$ cat src/include/msc_defs.svh
// Purpose: constants of the motion status/control register bank
// Assumes: byte-wide register port, 12-bit address
// Notes:   offsets are byte addresses on the plain register port
`ifndef MSC_DEFS_SVH
`define MSC_DEFS_SVH

`define MSC_AW            12
`define MSC_DW            8
`define MSC_SW            10

`define MSC_OFF_ENABLE    12'h100
`define MSC_OFF_CTRL      12'h102
`define MSC_OFF_RANGE     12'h104
`define MSC_OFF_IRQ_STS   12'h110
`define MSC_OFF_IRQ_MASK  12'h111

`define MSC_ON_CODE       8'h11
`define MSC_OFF_CODE      8'h00

`define MSC_B_LVL_HI      7
`define MSC_B_LVL_LO      6
`define MSC_B_ACK         5
`define MSC_B_PAUSE       4
`define MSC_B_DIR_EN      3
`define MSC_B_DIR         2
`define MSC_B_DET         1
`define MSC_B_STABLE      0

`define MSC_RANGE_W       3
`define MSC_RANGE_RST     3'h0
`define MSC_EN_RST        8'h00
`define MSC_BASE_THR      10'h040

`define MSC_IRQ_W         3
`define MSC_IRQ_DET       0
`define MSC_IRQ_STABLE    1
`define MSC_IRQ_STOP      2

`define MSC_TRK_SHIFT     4
`define MSC_TRK_TOL       10'h008
`define MSC_TRK_COUNT     64

`endif

$ cat src/include/msc_pkg.sv
// Purpose: types of the motion status/control register bank
// Assumes: msc_defs.svh on the include path
// Notes:   none
`default_nettype none
`include "msc_defs.svh"

package msc_pkg;

	typedef struct packed {
		logic                 wr;
		logic                 rd;
		logic [`MSC_AW-1:0]   addr;
		logic [`MSC_DW-1:0]   wdata;
	} msc_bus_req_t;

	typedef struct packed {
		logic                 valid;
		logic [`MSC_SW-1:0]   data;
	} msc_sample_t;

	typedef enum logic [1:0] {
		MSC_ST_OFF  = 2'h0,
		MSC_ST_INIT = 2'h1,
		MSC_ST_ON   = 2'h3
	} msc_state_t;

endpackage : msc_pkg

`default_nettype wire

$ cat src/verilog/msc_offset_tracker.sv
// Purpose: follows the DC offset of the sensor samples and judges it settled
// Assumes: one sample per valid pulse, same clock as the register bank
// Notes:   restart drops the settled flag and reloads the baseline
`default_nettype none
`include "msc_defs.svh"

module msc_offset_tracker
	import msc_pkg::*;
#(
	parameter int SHIFT = `MSC_TRK_SHIFT,
	parameter int COUNT = `MSC_TRK_COUNT
) (
	input  wire logic               clock,
	input  wire logic               rst_n,
	input  wire logic               restart,
	input  wire msc_sample_t        sample,
	output logic [`MSC_SW-1:0]      baseline,
	output logic                    stable
);

	logic [`MSC_SW-1:0] base_r;
	logic               loaded_r;
	logic               stable_r;
	logic [7:0]         cnt_r;

	wire logic signed [`MSC_SW:0] diff  = $signed({1'b0, sample.data}) - $signed({1'b0, base_r});
	wire logic signed [`MSC_SW:0] step  = diff >>> SHIFT;
	wire logic [`MSC_SW:0]        mag   = diff[`MSC_SW] ? (~diff + 11'h001) : diff;
	wire logic                    quiet = mag <= {1'b0, `MSC_TRK_TOL};
	wire logic [`MSC_SW:0]        sum   = $signed({1'b0, base_r}) + step;

	// Settled once COUNT quiet samples follow one another
	always_ff @(posedge clock) begin
		if (!rst_n || restart) begin
			base_r   <= '0;
			loaded_r <= 1'b0;
			stable_r <= 1'b0;
			cnt_r    <= '0;
		end else if (sample.valid) begin
			loaded_r <= 1'b1;
			base_r   <= loaded_r ? sum[`MSC_SW-1:0] : sample.data;
			if (!loaded_r || !quiet) begin
				cnt_r <= '0;
			end else if (cnt_r != 8'(COUNT)) begin
				cnt_r <= cnt_r + 8'h01;
			end
			if (loaded_r && quiet && cnt_r == 8'(COUNT - 1)) begin
				stable_r <= 1'b1;
			end
		end
	end

	assign baseline = base_r;
	assign stable   = stable_r;

endmodule : msc_offset_tracker

`default_nettype wire

$ cat src/verilog/msc_engine.sv
// Purpose: motion status/control register bank of a passive infrared detection engine
// Assumes: conversion results arrive as one-cycle pulses on the register bank clock
// Notes:   detection is a plain amplitude check against the tracked offset
`default_nettype none
`include "msc_defs.svh"

module msc_engine
	import msc_pkg::*;
#(
	parameter int TRK_SHIFT = `MSC_TRK_SHIFT,
	parameter int TRK_COUNT = `MSC_TRK_COUNT
) (
	input  wire logic               clock,
	input  wire logic               rst_n,
	input  wire msc_bus_req_t       bus,
	output logic [`MSC_DW-1:0]      rdata,
	input  wire msc_sample_t        sample,
	input  wire logic               wake,
	output logic                    irq
);

	function automatic logic msc_hit(input logic [`MSC_AW-1:0] a, input logic [`MSC_AW-1:0] off);
		msc_hit = (a == off);
	endfunction : msc_hit

	msc_state_t               state_r;
	msc_state_t               state_nxt;
	logic [`MSC_DW-1:0]       en_r;
	logic [1:0]               lvl_r;
	logic                     ack_r;
	logic                     ack_nxt;
	logic                     pause_r;
	logic                     dir_en_r;
	logic                     dir_r;
	logic                     dir_nxt;
	logic                     det_r;
	logic                     det_nxt;
	logic [`MSC_RANGE_W-1:0]  range_r;
	logic [`MSC_SW-1:0]       buf_r;
	logic [`MSC_IRQ_W-1:0]    sts_r;
	logic [`MSC_IRQ_W-1:0]    sts_nxt;
	logic [`MSC_IRQ_W-1:0]    mask_r;
	logic [`MSC_DW-1:0]       rdata_r;
	logic                     irq_r;
	logic                     stable_q_r;

	logic [`MSC_SW-1:0]       baseline;
	logic                     stable;

	// Register decode
	wire logic wr_en     = bus.wr && msc_hit(bus.addr, `MSC_OFF_ENABLE);
	wire logic wr_ctrl   = bus.wr && msc_hit(bus.addr, `MSC_OFF_CTRL);
	wire logic wr_range  = bus.wr && msc_hit(bus.addr, `MSC_OFF_RANGE);
	wire logic wr_sts    = bus.wr && msc_hit(bus.addr, `MSC_OFF_IRQ_STS);
	wire logic wr_mask   = bus.wr && msc_hit(bus.addr, `MSC_OFF_IRQ_MASK);
	wire logic on_wr     = wr_en && bus.wdata == `MSC_ON_CODE;
	wire logic det_clr   = wr_ctrl && !bus.wdata[`MSC_B_DET];

	// Engine sequencing is paced by conversions, except the on code, which enters init at once
	wire logic running   = state_r == MSC_ST_ON;
	wire logic conv      = sample.valid && state_r != MSC_ST_OFF;
	wire logic stop_seen = conv && en_r == `MSC_OFF_CODE;
	wire msc_sample_t trk_sample = '{valid: conv, data: sample.data};

	// Deviation from the tracked offset and its sign
	wire logic signed [`MSC_SW:0] dev  = $signed({1'b0, sample.data}) - $signed({1'b0, baseline});
	wire logic [`MSC_SW:0]        mag  = dev[`MSC_SW] ? (~dev + 11'h001) : dev;
	wire logic                    pos  = !dev[`MSC_SW];

	// Higher level lowers the base threshold and shrinks the range term
	wire logic [1:0]         rshift = 2'h3 - lvl_r;
	wire logic [`MSC_SW-1:0] base_t = `MSC_BASE_THR >> lvl_r;
	wire logic [`MSC_SW-1:0] rng_t  = {7'h00, range_r} << rshift;
	wire logic [`MSC_SW:0]   thr    = {1'b0, base_t} + {1'b0, rng_t};

	// Paused or unsettled conversions never report motion
	wire logic det_set = running && sample.valid && !stop_seen && !pause_r
		&& stable && mag > thr;

	msc_offset_tracker #(
		.SHIFT    (TRK_SHIFT),
		.COUNT    (TRK_COUNT)
	) u_trk (
		.clock    (clock),
		.rst_n    (rst_n),
		.restart  (on_wr || wake),
		.sample   (trk_sample),
		.baseline (baseline),
		.stable   (stable)
	);

	// Engine state and acknowledge
	always_comb begin
		state_nxt = state_r;
		ack_nxt   = ack_r;
		if (on_wr) begin
			state_nxt = MSC_ST_INIT;
		end else if (stop_seen) begin
			state_nxt = MSC_ST_OFF;
			ack_nxt   = 1'b1;
		end else if (conv && state_r == MSC_ST_INIT) begin
			state_nxt = MSC_ST_ON;
			ack_nxt   = 1'b0;
		end
	end

	// Detected flag: engine sets, software clears, set wins
	always_comb begin
		det_nxt = det_r;
		dir_nxt = dir_r;
		if (on_wr) begin
			det_nxt = 1'b0;
			dir_nxt = 1'b0;
		end else begin
			if (det_clr) begin
				det_nxt = 1'b0;
			end
			if (det_set) begin
				det_nxt = 1'b1;
			end
			if (det_set && !det_r) begin
				dir_nxt = dir_en_r ? pos : 1'b0;
			end
		end
	end

	wire logic [`MSC_IRQ_W-1:0] ev = {stop_seen, stable && !stable_q_r, det_set};
	wire logic [`MSC_IRQ_W-1:0] w1c = wr_sts ? bus.wdata[`MSC_IRQ_W-1:0] : '0;

	always_comb begin
		sts_nxt = (sts_r & ~w1c) | ev;
	end

	always_ff @(posedge clock) begin
		if (!rst_n) begin
			state_r <= MSC_ST_OFF;
			ack_r   <= 1'b1;
			det_r   <= 1'b0;
			dir_r   <= 1'b0;
		end else begin
			state_r <= state_nxt;
			ack_r   <= ack_nxt;
			det_r   <= det_nxt;
			dir_r   <= dir_nxt;
		end
	end

	// Software-owned fields; engine-owned bits of a control write are dropped
	always_ff @(posedge clock) begin
		if (!rst_n) begin
			en_r     <= `MSC_EN_RST;
			lvl_r    <= 2'h0;
			pause_r  <= 1'b0;
			dir_en_r <= 1'b0;
			range_r  <= `MSC_RANGE_RST;
			mask_r   <= '0;
		end else begin
			if (wr_en) begin
				en_r <= bus.wdata;
			end
			if (wr_ctrl) begin
				lvl_r    <= bus.wdata[`MSC_B_LVL_HI:`MSC_B_LVL_LO];
				pause_r  <= bus.wdata[`MSC_B_PAUSE];
				dir_en_r <= bus.wdata[`MSC_B_DIR_EN];
			end
			if (wr_range) begin
				range_r <= bus.wdata[`MSC_RANGE_W-1:0];
			end
			if (wr_mask) begin
				mask_r <= bus.wdata[`MSC_IRQ_W-1:0];
			end
		end
	end

	// One-word sample buffer keeps filling even while paused
	always_ff @(posedge clock) begin
		if (!rst_n) begin
			buf_r <= '0;
		end else if (conv) begin
			buf_r <= sample.data;
		end
	end

	always_ff @(posedge clock) begin
		if (!rst_n) begin
			sts_r      <= '0;
			irq_r      <= 1'b0;
			stable_q_r <= 1'b0;
		end else begin
			sts_r      <= sts_nxt;
			irq_r      <= |(sts_nxt & mask_r);
			stable_q_r <= stable;
		end
	end

	// Read path, data stands one cycle after the strobe
	wire logic [`MSC_DW-1:0] ctrl_rd = {lvl_r, ack_r, pause_r, dir_en_r, dir_r, det_r, stable};
	wire logic [`MSC_DW-1:0] rd_mux =
		msc_hit(bus.addr, `MSC_OFF_ENABLE)   ? en_r :
		msc_hit(bus.addr, `MSC_OFF_CTRL)     ? ctrl_rd :
		msc_hit(bus.addr, `MSC_OFF_RANGE)    ? {5'h00, range_r} :
		msc_hit(bus.addr, `MSC_OFF_IRQ_STS)  ? {5'h00, sts_r} :
		msc_hit(bus.addr, `MSC_OFF_IRQ_MASK) ? {5'h00, mask_r} : 8'h00;

	always_ff @(posedge clock) begin
		if (!rst_n) begin
			rdata_r <= '0;
		end else begin
			rdata_r <= bus.rd ? rd_mux : 8'h00;
		end
	end

	assign rdata = rdata_r;
	assign irq   = irq_r;

	a_ack_on_stop: assert property (@(posedge clock) disable iff (!rst_n)
		(running && sample.valid && en_r == `MSC_OFF_CODE && !bus.wr) |=> (ack_r && state_r == MSC_ST_OFF))
		else $error("acknowledge not set after off code");

	a_ack_clear_init: assert property (@(posedge clock) disable iff (!rst_n)
		(state_r == MSC_ST_INIT && sample.valid && en_r == `MSC_ON_CODE && !bus.wr) |=> (!ack_r && running))
		else $error("acknowledge not cleared on first conversion");

	a_off_idle: assert property (@(posedge clock) disable iff (!rst_n)
		(state_r == MSC_ST_OFF && !on_wr) |=> ($stable(det_r) || !det_r) && $stable(buf_r))
		else $error("engine processed while off");

	a_pause_no_det: assert property (@(posedge clock) disable iff (!rst_n)
		(pause_r && !det_r && !on_wr) |=> !det_r)
		else $error("detection while paused");

	a_resume_det: assert property (@(posedge clock) disable iff (!rst_n)
		(running && sample.valid && !pause_r && stable && mag > thr && en_r != `MSC_OFF_CODE && !bus.wr)
		|=> det_r)
		else $error("detection missed after resume");

	a_det_sticky: assert property (@(posedge clock) disable iff (!rst_n)
		(det_r && !det_clr && !on_wr) |=> det_r)
		else $error("detected flag lost without software clear");

	a_dir_hold: assert property (@(posedge clock) disable iff (!rst_n)
		(det_r && !det_clr && !on_wr) |=> $stable(dir_r))
		else $error("direction changed while detected flag set");

	a_dir_mode_off: assert property (@(posedge clock) disable iff (!rst_n)
		(det_set && !det_r && !dir_en_r && !on_wr) |=> !dir_r)
		else $error("direction reported in standard mode");

	a_unstable_mute: assert property (@(posedge clock) disable iff (!rst_n)
		(!stable && !det_r && !on_wr) |=> !det_r)
		else $error("detection while offset not settled");

	a_restart_stable: assert property (@(posedge clock) disable iff (!rst_n)
		(on_wr || wake) |=> !stable ##1 !stable)
		else $error("stable flag kept across restart");

	a_ro_ignored: assert property (@(posedge clock) disable iff (!rst_n)
		(wr_ctrl && !sample.valid) |=> ($stable(ack_r) && $stable(dir_r)))
		else $error("engine-owned bit changed by write");

	// Buffer keeps taking conversions while detection is paused
	a_pause_buffer: assert property (@(posedge clock) disable iff (!rst_n)
		(pause_r && conv) |=> (buf_r == $past(sample.data)))
		else $error("sample not buffered while paused");

	a_dir_latch: assert property (@(posedge clock) disable iff (!rst_n)
		(det_set && !det_r && dir_en_r && !on_wr) |=> (dir_r == $past(pos)))
		else $error("direction not latched at detection");

	a_on_clears: assert property (@(posedge clock) disable iff (!rst_n)
		on_wr |=> (!det_r && !dir_r && !stable && state_r == MSC_ST_INIT))
		else $error("engine flags not defaulted on enable");

	a_det_event: assert property (@(posedge clock) disable iff (!rst_n)
		(det_set && !on_wr) |=> (det_r && sts_r[`MSC_IRQ_DET]))
		else $error("detection not recorded");

	a_stop_event: assert property (@(posedge clock) disable iff (!rst_n)
		stop_seen |=> sts_r[`MSC_IRQ_STOP])
		else $error("engine stop not recorded");

	a_reserved_ign: assert property (@(posedge clock) disable iff (!rst_n)
		(wr_en && bus.wdata != `MSC_ON_CODE && bus.wdata != `MSC_OFF_CODE && !sample.valid)
		|=> ($stable(state_r) && $stable(ack_r)))
		else $error("reserved enable code changed engine state");

endmodule : msc_engine

`default_nettype wire

$ cat config.mk
export PLATFORM = sky130hd
export DESIGN_NAME = msc_engine
export DESIGN_NICKNAME = d
export VERILOG_FILES = /design/src/include/msc_pkg.sv /design/src/verilog/msc_offset_tracker.sv /design/src/verilog/msc_engine.sv
export VERILOG_INCLUDE_DIRS = /design/src /design/src/include
export SDC_FILE = /design/constraint.sdc
export NUM_CORES = 1
export LEC_CHECK = 0
export ABC_CLOCK_PERIOD_IN_PS = 4720
export BUFFER_PORTS_ARGS = -buffer_cell sky130_fd_sc_hd__buf_4
export CAP_MARGIN = 20
export CORE_UTILIZATION = 34
export CTS_CLUSTER_DIAMETER = 200
export DETAILED_ROUTE_END_ITERATION = 12
export PLACE_DENSITY = 0.52
export SKIP_CTS_REPAIR_TIMING = 1
export SLEW_MARGIN = 20
export SYNTH_ARGS = -nofsm -noshare
export SYNTH_HDL_FRONTEND = slang
export SYNTH_SLANG_ARGS = --single-unit
$ cat constraint.sdc
create_clock -name clock -period 4.72 [get_ports clock]
set_input_delay 0.472 -clock clock [delete_from_list [all_inputs] [get_ports clock]]
set_output_delay 0.472 -clock clock [all_outputs]
set_load 0.02 [all_outputs]
==> metrics.md, run 1 <==
| Metric | Value |
|---|---|
| Via-to-Cell Ratio | 5.42 |
| Critical path class | reg -> reg |
| CTS Sinks | between 50 and 60 |
| Die Y | 112 µm |
| Final WL | 10,500 µm |
| Final #Nets | 616 |
| Worst setup margin | 0.342 ns |
| Post-Synth XOR/XNOR Area | between 4 and 5% |
| Comb power frac | 18.0% |
| Largest net degree at the start of global routing | 25 |
| Post-Synth Simple-Gate Area | 24.3% |
| Initial Util | 35.3% |
| Flop pwr share | between 40% and 50% |
| Final hold violation count | 0 |
| Drt drc | 4 |
| Hold Slack | 0.410 ns |
| Worst Path Buf+Inv | 2 |
| Die area | 12,400 µm² |
| Crit path max-delay cell type | fa_1 |
| DR iter-0 viols | 109 |
| Drt pass-1 iters | 8 |
| Post-DP HPWL | 8020 µm |
| WHS Endpoint | ack_r |
| GR Overflow Total | 0 |
| WHS Path Cells | 2 |
| Number of synthesized flops with an enable pin | 0 |
| Syn_area_per_cell | 8.06 µm² |
| Total CTS buffers | 5 |
| Depth of the worst register-to-register path | 18 |
| Antenna diodes | 0 |
| Library cells used by synthesis | 66 |
| Antenna violations before repair | 0 |
| Top Layer Used | met4 |
| Remaining antenna violation count | 0 |
| Net Sw Frac | 28.1% |
| Deepest clock path buffer count | 2 |
| Peak supply drop | 134 µV |
| #FFs+latches synth | 56 |
| Req. time, crit path | 4.91 ns |
| Reg2reg end | dir_r |
| Fin crit share | between 90% and 100% |
| Worst-path fanout max | 15 |
| Synth top area cells | dfxtp_1, ha_1, nor2_1 |
| Worst path depth | 18 |
| Compound-Gate Fraction of Synth Area | 22.1% |
| Top cell type's share of synthesized area | 27.5% |
| Fin. max-slew vios | 0 |
| Area share of fa/ha/maj cells after synthesis | 11.1% |
| Max frequency | 0.228 GHz |
| First-pass GRT wire length | 17,800 µm |
| Multiplexer share of the synthesized area | just under 6% |
| Max transition margin | 43.7% |
| CP startpoint kind | flip-flop |
| Placer congestion estimate | 0.783 |
| Unrepaired setup endpoints after global routing | no |
| Clock latency on the worst-skew pair | about 0.30 ns |
| Failing checks | DRC |
| Slew @ Worst Pin | 0.837 ns |
| Setup crit end kind | flip-flop |
| Worst path cell trace | ha_1 -> inv_1 -> fa_1 -> a211o_1 -> and4_1 -> o41ai_1 -> and2_1 -> buf_4 -> nand2_1 -> xnor2_1 -> ha_1 -> o21a_1 -> o21a_1 -> o21ai_0 -> a21oi_1 -> a211o_1 -> nand3b_1 -> mux2_2 |
| Share of cells above drive strength 1 | 15.2% |
| Wire length per cell | between 15 and 20 µm |
| Clock transition at path regs | 0.08 ns |
| Chip Width | 112 µm |
| Synth warnings | 0 |
| Wire length on met3 | 344 µm |
| Met2 WL | between 4000 and 5000 µm |
| Most common cell in the synthesized netlist | dfxtp_1 |
| Ports | 45 |
| Seq/Total Area, Yosys | 27.5% |
| Leak | 1.78 nW |
| Root Buffer Master | clkbuf_16 |
| Post-Synthesis Cells | 506 |
| Number of global-route vias before repair | 3,661 |
| Sw power | 0.296 mW |
| Max-Cap Viols | 0 |
| Tmin final | 4.38 ns |
| Cell Pwr Density | 224 nW/µm² |
| Mapped Area | 4080 µm² |
| Area leader, netlist | dfxtp_1 |
| Met1 wire length | 5050 µm |
| GRT Total Usage | roughly 18% |
| Hold Path Class | in -> reg |
| H-tree Lvls | 2 |
| Combinational family with the most area after synthesis | simple AND/OR/NAND/NOR gates |
| Syn_nets | approximately 580 |
| Final setup fails | 0 |
| Dpl ws | 0.104 ns |
| CTS tree | done |
| Async set-or-reset flop fraction in the synthesized netlist | 0% |
| Port bufs | 44 |
| Core Util, Final | approximately 41% |
| Status | finished with violations |
| Core box area | around 12,000 µm² |
| Top post-synthesis cells by count | dfxtp_1, nor2_1, nand2_1 |
| Vias post-DR | approximately 3,700 |
| Clk pwr share | 37.3% |
| Crit path max-delay family | compound AO/OA/AOI/OAI gates |
| P&R area growth vs syn | 15.6% |
| R2R Setup Slk | 0.34 ns |
| Min-delay src | rst_n |
| Final TNS setup | 0 ns |
| Post-synth top flop | dfxtp_1 |
| Max stage delay on crit path | 0.42 ns |
| Internal power | between 0.7 and 0.8 mW |
| Reg2reg start | u_trk.baseline[0] |
| Core Rows | 39 |
| Setup Skew | 0.00638 ns |
| Crit path DAT | 4.57 ns |
-- cell usage in the layout (no fill, tap or decap), types with 13 or more instances in the layout --
master | netlist | layout
ha_1 | 33 | 33
buf_4 | 0 | 52
inv_1 | 32 | 32
dfxtp_1 | 56 | 56
nor2_1 | 51 | 51
xnor2_1 | 14 | 14
a21oi_1 | 30 | 30
nor3_1 | 13 | 13
nand3_1 | 20 | 20
nand2_1 | 47 | 47
mux2i_1 | 17 | 17
-- kinds of logic after synthesis --
kind of cell	Yosys count
flops	56
xor+xnor	17
buf+inv	53
mux	23
compound gates	126
fa+ha+maj	35
simple gates	196
-- stage by stage --
| stage | power (mW) | cells | area (µm²) |
|---|---|---|---|
| final | 1.06 | 689 | 4710 |
| after global routing | 1.12 | 689 | 4710 |
| after CTS | 1.07 | 689 | 4710 |
| after detailed placement | 0.673 | 681 | 4560 |
| after global placement | 0.669 | 681 | 4560 |
| after floorplan | 0.610 | 506 | 4080 |
-- layer usage --
| metal | vias to the layer above | global-route usage (%) |
|---|---|---|
| li1 | 1904 | - |
| met1 | 1756 | 23.2 |
| met2 | 65 | 30.5 |
| met3 | 10 | 2.40 |
| met4 | 0 | 3.51 |
| met5 | - | 0 |
-- worst max path at each step --
stage                           start    end  slack (ns)
global placement            sample[0]  dir_r        0.19
global route        u_trk.baseline[0]  dir_r        0.03
floorplan                   sample[0]  dir_r        0.16
CTS                 u_trk.baseline[0]  dir_r        0.33
detailed placement          sample[0]  dir_r        0.10
finish              u_trk.baseline[0]  dir_r        0.34
-- registers in the layout (all words and copies together), names as in the netlist, 3 cells and up --
name	flops
u_trk.baseline	10
u_trk.cnt_r	8
mask_r	3
range_r	3
rdata	8
en_r	8
sts_r	3
-- power by group through the flow --
stage / Clock, mW / Combinational, mW / Sequential, mW
5_1_grt: 0.431 / 0.213 / 0.472
3_3_place_gp: 0 / 0.186 / 0.483
2_1_floorplan: 0 / 0.127 / 0.483
6_report: 0.394 / 0.190 / 0.472
4_1_cts: 0.410 / 0.191 / 0.472
3_5_place_dp: 0 / 0.190 / 0.483
-- layout make-up --
class | instances | area, µm²
inverter | 33 | 124
multi-input combinational | 397 | 2750
sequential | 56 | 1120
clock inverter | 3 | 27.5
fill | 1194 | 6850
clock buffer | 5 | 125
timing repair buffer | 52 | 390
tap | 143 | 179
Power figures use the tool's default switching activity.
==> inputs of run 2 (changes only) <==
- CELL_PAD_IN_SITES_DETAIL_PLACEMENT: default -> 0
- CELL_PAD_IN_SITES_GLOBAL_PLACEMENT: default -> 1
- CORE_UTILIZATION: 34 -> 30
- PLACE_DENSITY: 0.52 -> 0.59
==> metrics.md, run 2 (synthesized netlist as in run 1, its figures left out) <==
| Metric | Value |
|---|---|
| Worst path cell trace | ha_1 -> inv_1 -> fa_1 -> a211o_1 -> and4_1 -> o41ai_2 -> and2_1 -> buf_4 -> nand2_1 -> xnor2_1 -> ha_1 -> o21a_1 -> o21a_1 -> o21ai_0 -> a21oi_1 -> a211o_1 -> nand3b_1 -> mux2_2 (was ha_1 -> inv_1 -> fa_1 -> a211o_1 -> and4_1 -> o41ai_1 -> and2_1 -> buf_4 -> nand2_1 -> xnor2_1 -> ha_1 -> o21a_1 -> o21a_1 -> o21ai_0 -> a21oi_1 -> a211o_1 -> nand3b_1 -> mux2_2) |
| Reg2reg end | dir_r (unchanged) |
| CTS tree | done (unchanged) |
| Req. time, crit path | 4.93 ns (was 4.91 ns) |
| Total CTS buffers | 5 (unchanged) |
| Placed cells | 715 (was 681) |
| Highest-count cells in the layout ignoring fill and taps | dfxtp_1, buf_4, nor2_1, nand2_1, ha_1 (unchanged) |
| Drt pass-1 iters | 4 (was 8) |
| First-pass GRT wire length | 18,500 µm (was 17,800 µm) |
| Placer congestion estimate | 0.818 (was 0.783) |
| Cell Pwr Density | 221 nW/µm² (was 224 nW/µm²) |
| DR iter-0 viols | 119 (was 109) |
| Worst setup path startpoint | u_trk.baseline[0] (unchanged) |
| Antenna diodes | 0 (unchanged) |
| Final setup fails | 0 (unchanged) |
| Setup Skew | 0.0108 ns (was 0.00638 ns) |
| Fin crit share | 91.0% (was 92.8%) |
| GR Overflow Total | 0 (unchanged) |
| CP startpoint kind | flip-flop (unchanged) |
| Register Area | 1120 µm² (unchanged) |
| Multi-input logic area | 2760 µm² (was 2750 µm²) |
| Worst-path fanout max | 15 (unchanged) |
| Max-Cap Viols | 0 (unchanged) |
| Most common cell after layout, fill and taps aside | dfxtp_1 (unchanged) |
| Non-Filler Instances | 723 (was 689) |
| Chip Width | 119 µm (was 112 µm) |
| Largest register FFs | 10 (unchanged) |
| Depth of the worst register-to-register path | 18 (unchanged) |
| Crit path DAT | 4.50 ns (was 4.57 ns) |
| Drt drc | 0 (was 4) |
| Post-DP HPWL | 8430 µm (was 8020 µm) |
| Ports | 45 (unchanged) |
| R2R Setup Slk | 0.43 ns (was 0.34 ns) |
| Initial Util | 30.8% (was 35.3%) |
| Share of cells above drive strength 1 | 15.4% (was 15.2%) |
| P&R area growth vs syn | 16.8% (was 15.6%) |
| Critical path class | reg -> reg (unchanged) |
| # fillers | 1,428 (was 1,194) |
| Remaining antenna violation count | 0 (unchanged) |
| Hold Path Class | in -> reg (unchanged) |
| Number of global-route vias before repair | 3,610 (was 3,661) |
| Reg2reg start | u_trk.baseline[0] (unchanged) |
| Max transition margin | 41.7% (was 43.7%) |
| Deepest clock path buffer count | 2 (unchanged) |
| Crit path capture | dir_r (unchanged) |
| Root Buffer Master | clkbuf_16 (unchanged) |
| Setup crit end kind | flip-flop (unchanged) |
| Port bufs | 44 (unchanged) |
| Vias post-DR | 3,699 (was 3,735) |
| Unrepaired setup endpoints after global routing | no (unchanged) |
| Final WL | 10,900 µm (was 10,500 µm) |
| Largest net degree at the start of global routing | 25 (unchanged) |
| Core box area | 13,200 µm² (was 11,600 µm²) |
| H-tree Lvls | 2 (unchanged) |
| Crit path max-delay cell type | fa_1 (unchanged) |
| Antenna violations before repair | 0 (unchanged) |
| CTS Sinks | 56 (unchanged) |
| Status | complete, no violations (was finished with violations) |
| Final hold violation count | 0 (unchanged) |
| Slew @ Worst Pin | 0.867 ns (was 0.837 ns) |
| Max stage delay on crit path | 0.42 ns (about the same) |
| Tmin final | 4.29 ns (was 4.38 ns) |
| Peak supply drop | 129 µV (was 134 µV) |
| Core Rows | 42 (was 39) |
| Wire length per cell | 15.0 µm (was 15.2 µm) |
| Via-to-Cell Ratio | 5.12 (was 5.42) |
| Final TNS setup | 0 ns (unchanged) |
| Max frequency | 0.233 GHz (was 0.228 GHz) |
| Leak | 1.78 nW (about the same) |
| Clock latency on the worst-skew pair | 0.31 ns (was 0.30 ns) |
| Die Y | 119 µm (was 112 µm) |
| Final #Nets | 617 (was 616) |
| Die area | 14,100 µm² (was 12,400 µm²) |
| Clock transition at path regs | 0.08 ns (about the same) |
| Fin. max-slew vios | 0 (unchanged) |
| GRT Total Usage | 16.5% (was 17.5%) |
run 2: cell types whose count changed in the layout (fill, tap and decap cells not counted):
cell      change
buf_4         +1
clkbuf_1      +1
inv_8         -1
o41ai_1       -1
o41ai_2       +1
run 2: worst min-delay path by stage:
stage,start,to,slack [ns],cells after the start
finish,rst_n,ack_r,0.41,2
global route,rst_n,ack_r,0.41,2
CTS,rst_n,ack_r,0.40,2
detailed placement,mask_r[0],irq,0.47,2
global placement,mask_r[0],irq,0.47,2
floorplan,pause_r,pause_r,0.44,2
run 2: per-stage QoR:
stage | power [mW] | setup WS [ns] | utilization [%] | area, µm² | hold WS, ns
4_1_cts | 1.08 | 0.302 | 35.9 | 4760 | 0.398
2_1_floorplan | 0.610 | 0.159 | - | 4080 | 0.439
3_5_place_dp | 0.675 | 0.0626 | 34.8 | 4610 | 0.474
6_report | 1.05 | 0.427 | 36.0 | 4760 | 0.413
3_3_place_gp | 0.673 | 0.165 | 34.8 | 4610 | 0.469
5_1_grt | 1.11 | 0.103 | 36.0 | 4760 | 0.408
run 2: power by group:
group	switching (mW)	internal, mW
sequential	0.0000191	0.472
combinational	0.105	0.0873
clock	0.190	0.199
total	0.295	0.758
run 2: area by class of cell:
cell class              instances  share of cell area [%]
inverters                      33                    2.60
flip-flops and latches         56                    23.5
clock buffers                   6                    2.71
multi-input cells             397                    57.8
well taps                     176                    4.62
clock inverters                 2                   0.341
repair buffers                 53                    8.35
run 2: worst max-delay path, delay by kind of cell, from the launching register on:
family / cells / cell delay, ns
AOI/OAI and AO/OA: 7 / 1.49
xor gates and xnor gates: 1 / 0.14
and+or+nand+nor: 4 / 0.65
DFF: 1 / 0.37
buffers and inverters: 2 / 0.28
muxes: 1 / 0.32
adders and majority gates: 3 / 0.94
run 2: metal layers:
| layer | global-route usage, % | up-vias | wire length, µm |
|---|---|---|---|
| met4 | 4.51 | 0 | 160 |
| li1 | - | 1914 | - |
| met5 | 0 | - | 0 |
| met2 | 26.9 | 51 | 5000 |
| met3 | 3.72 | 7 | 376 |
| met1 | 21.9 | 1727 | 5330 |
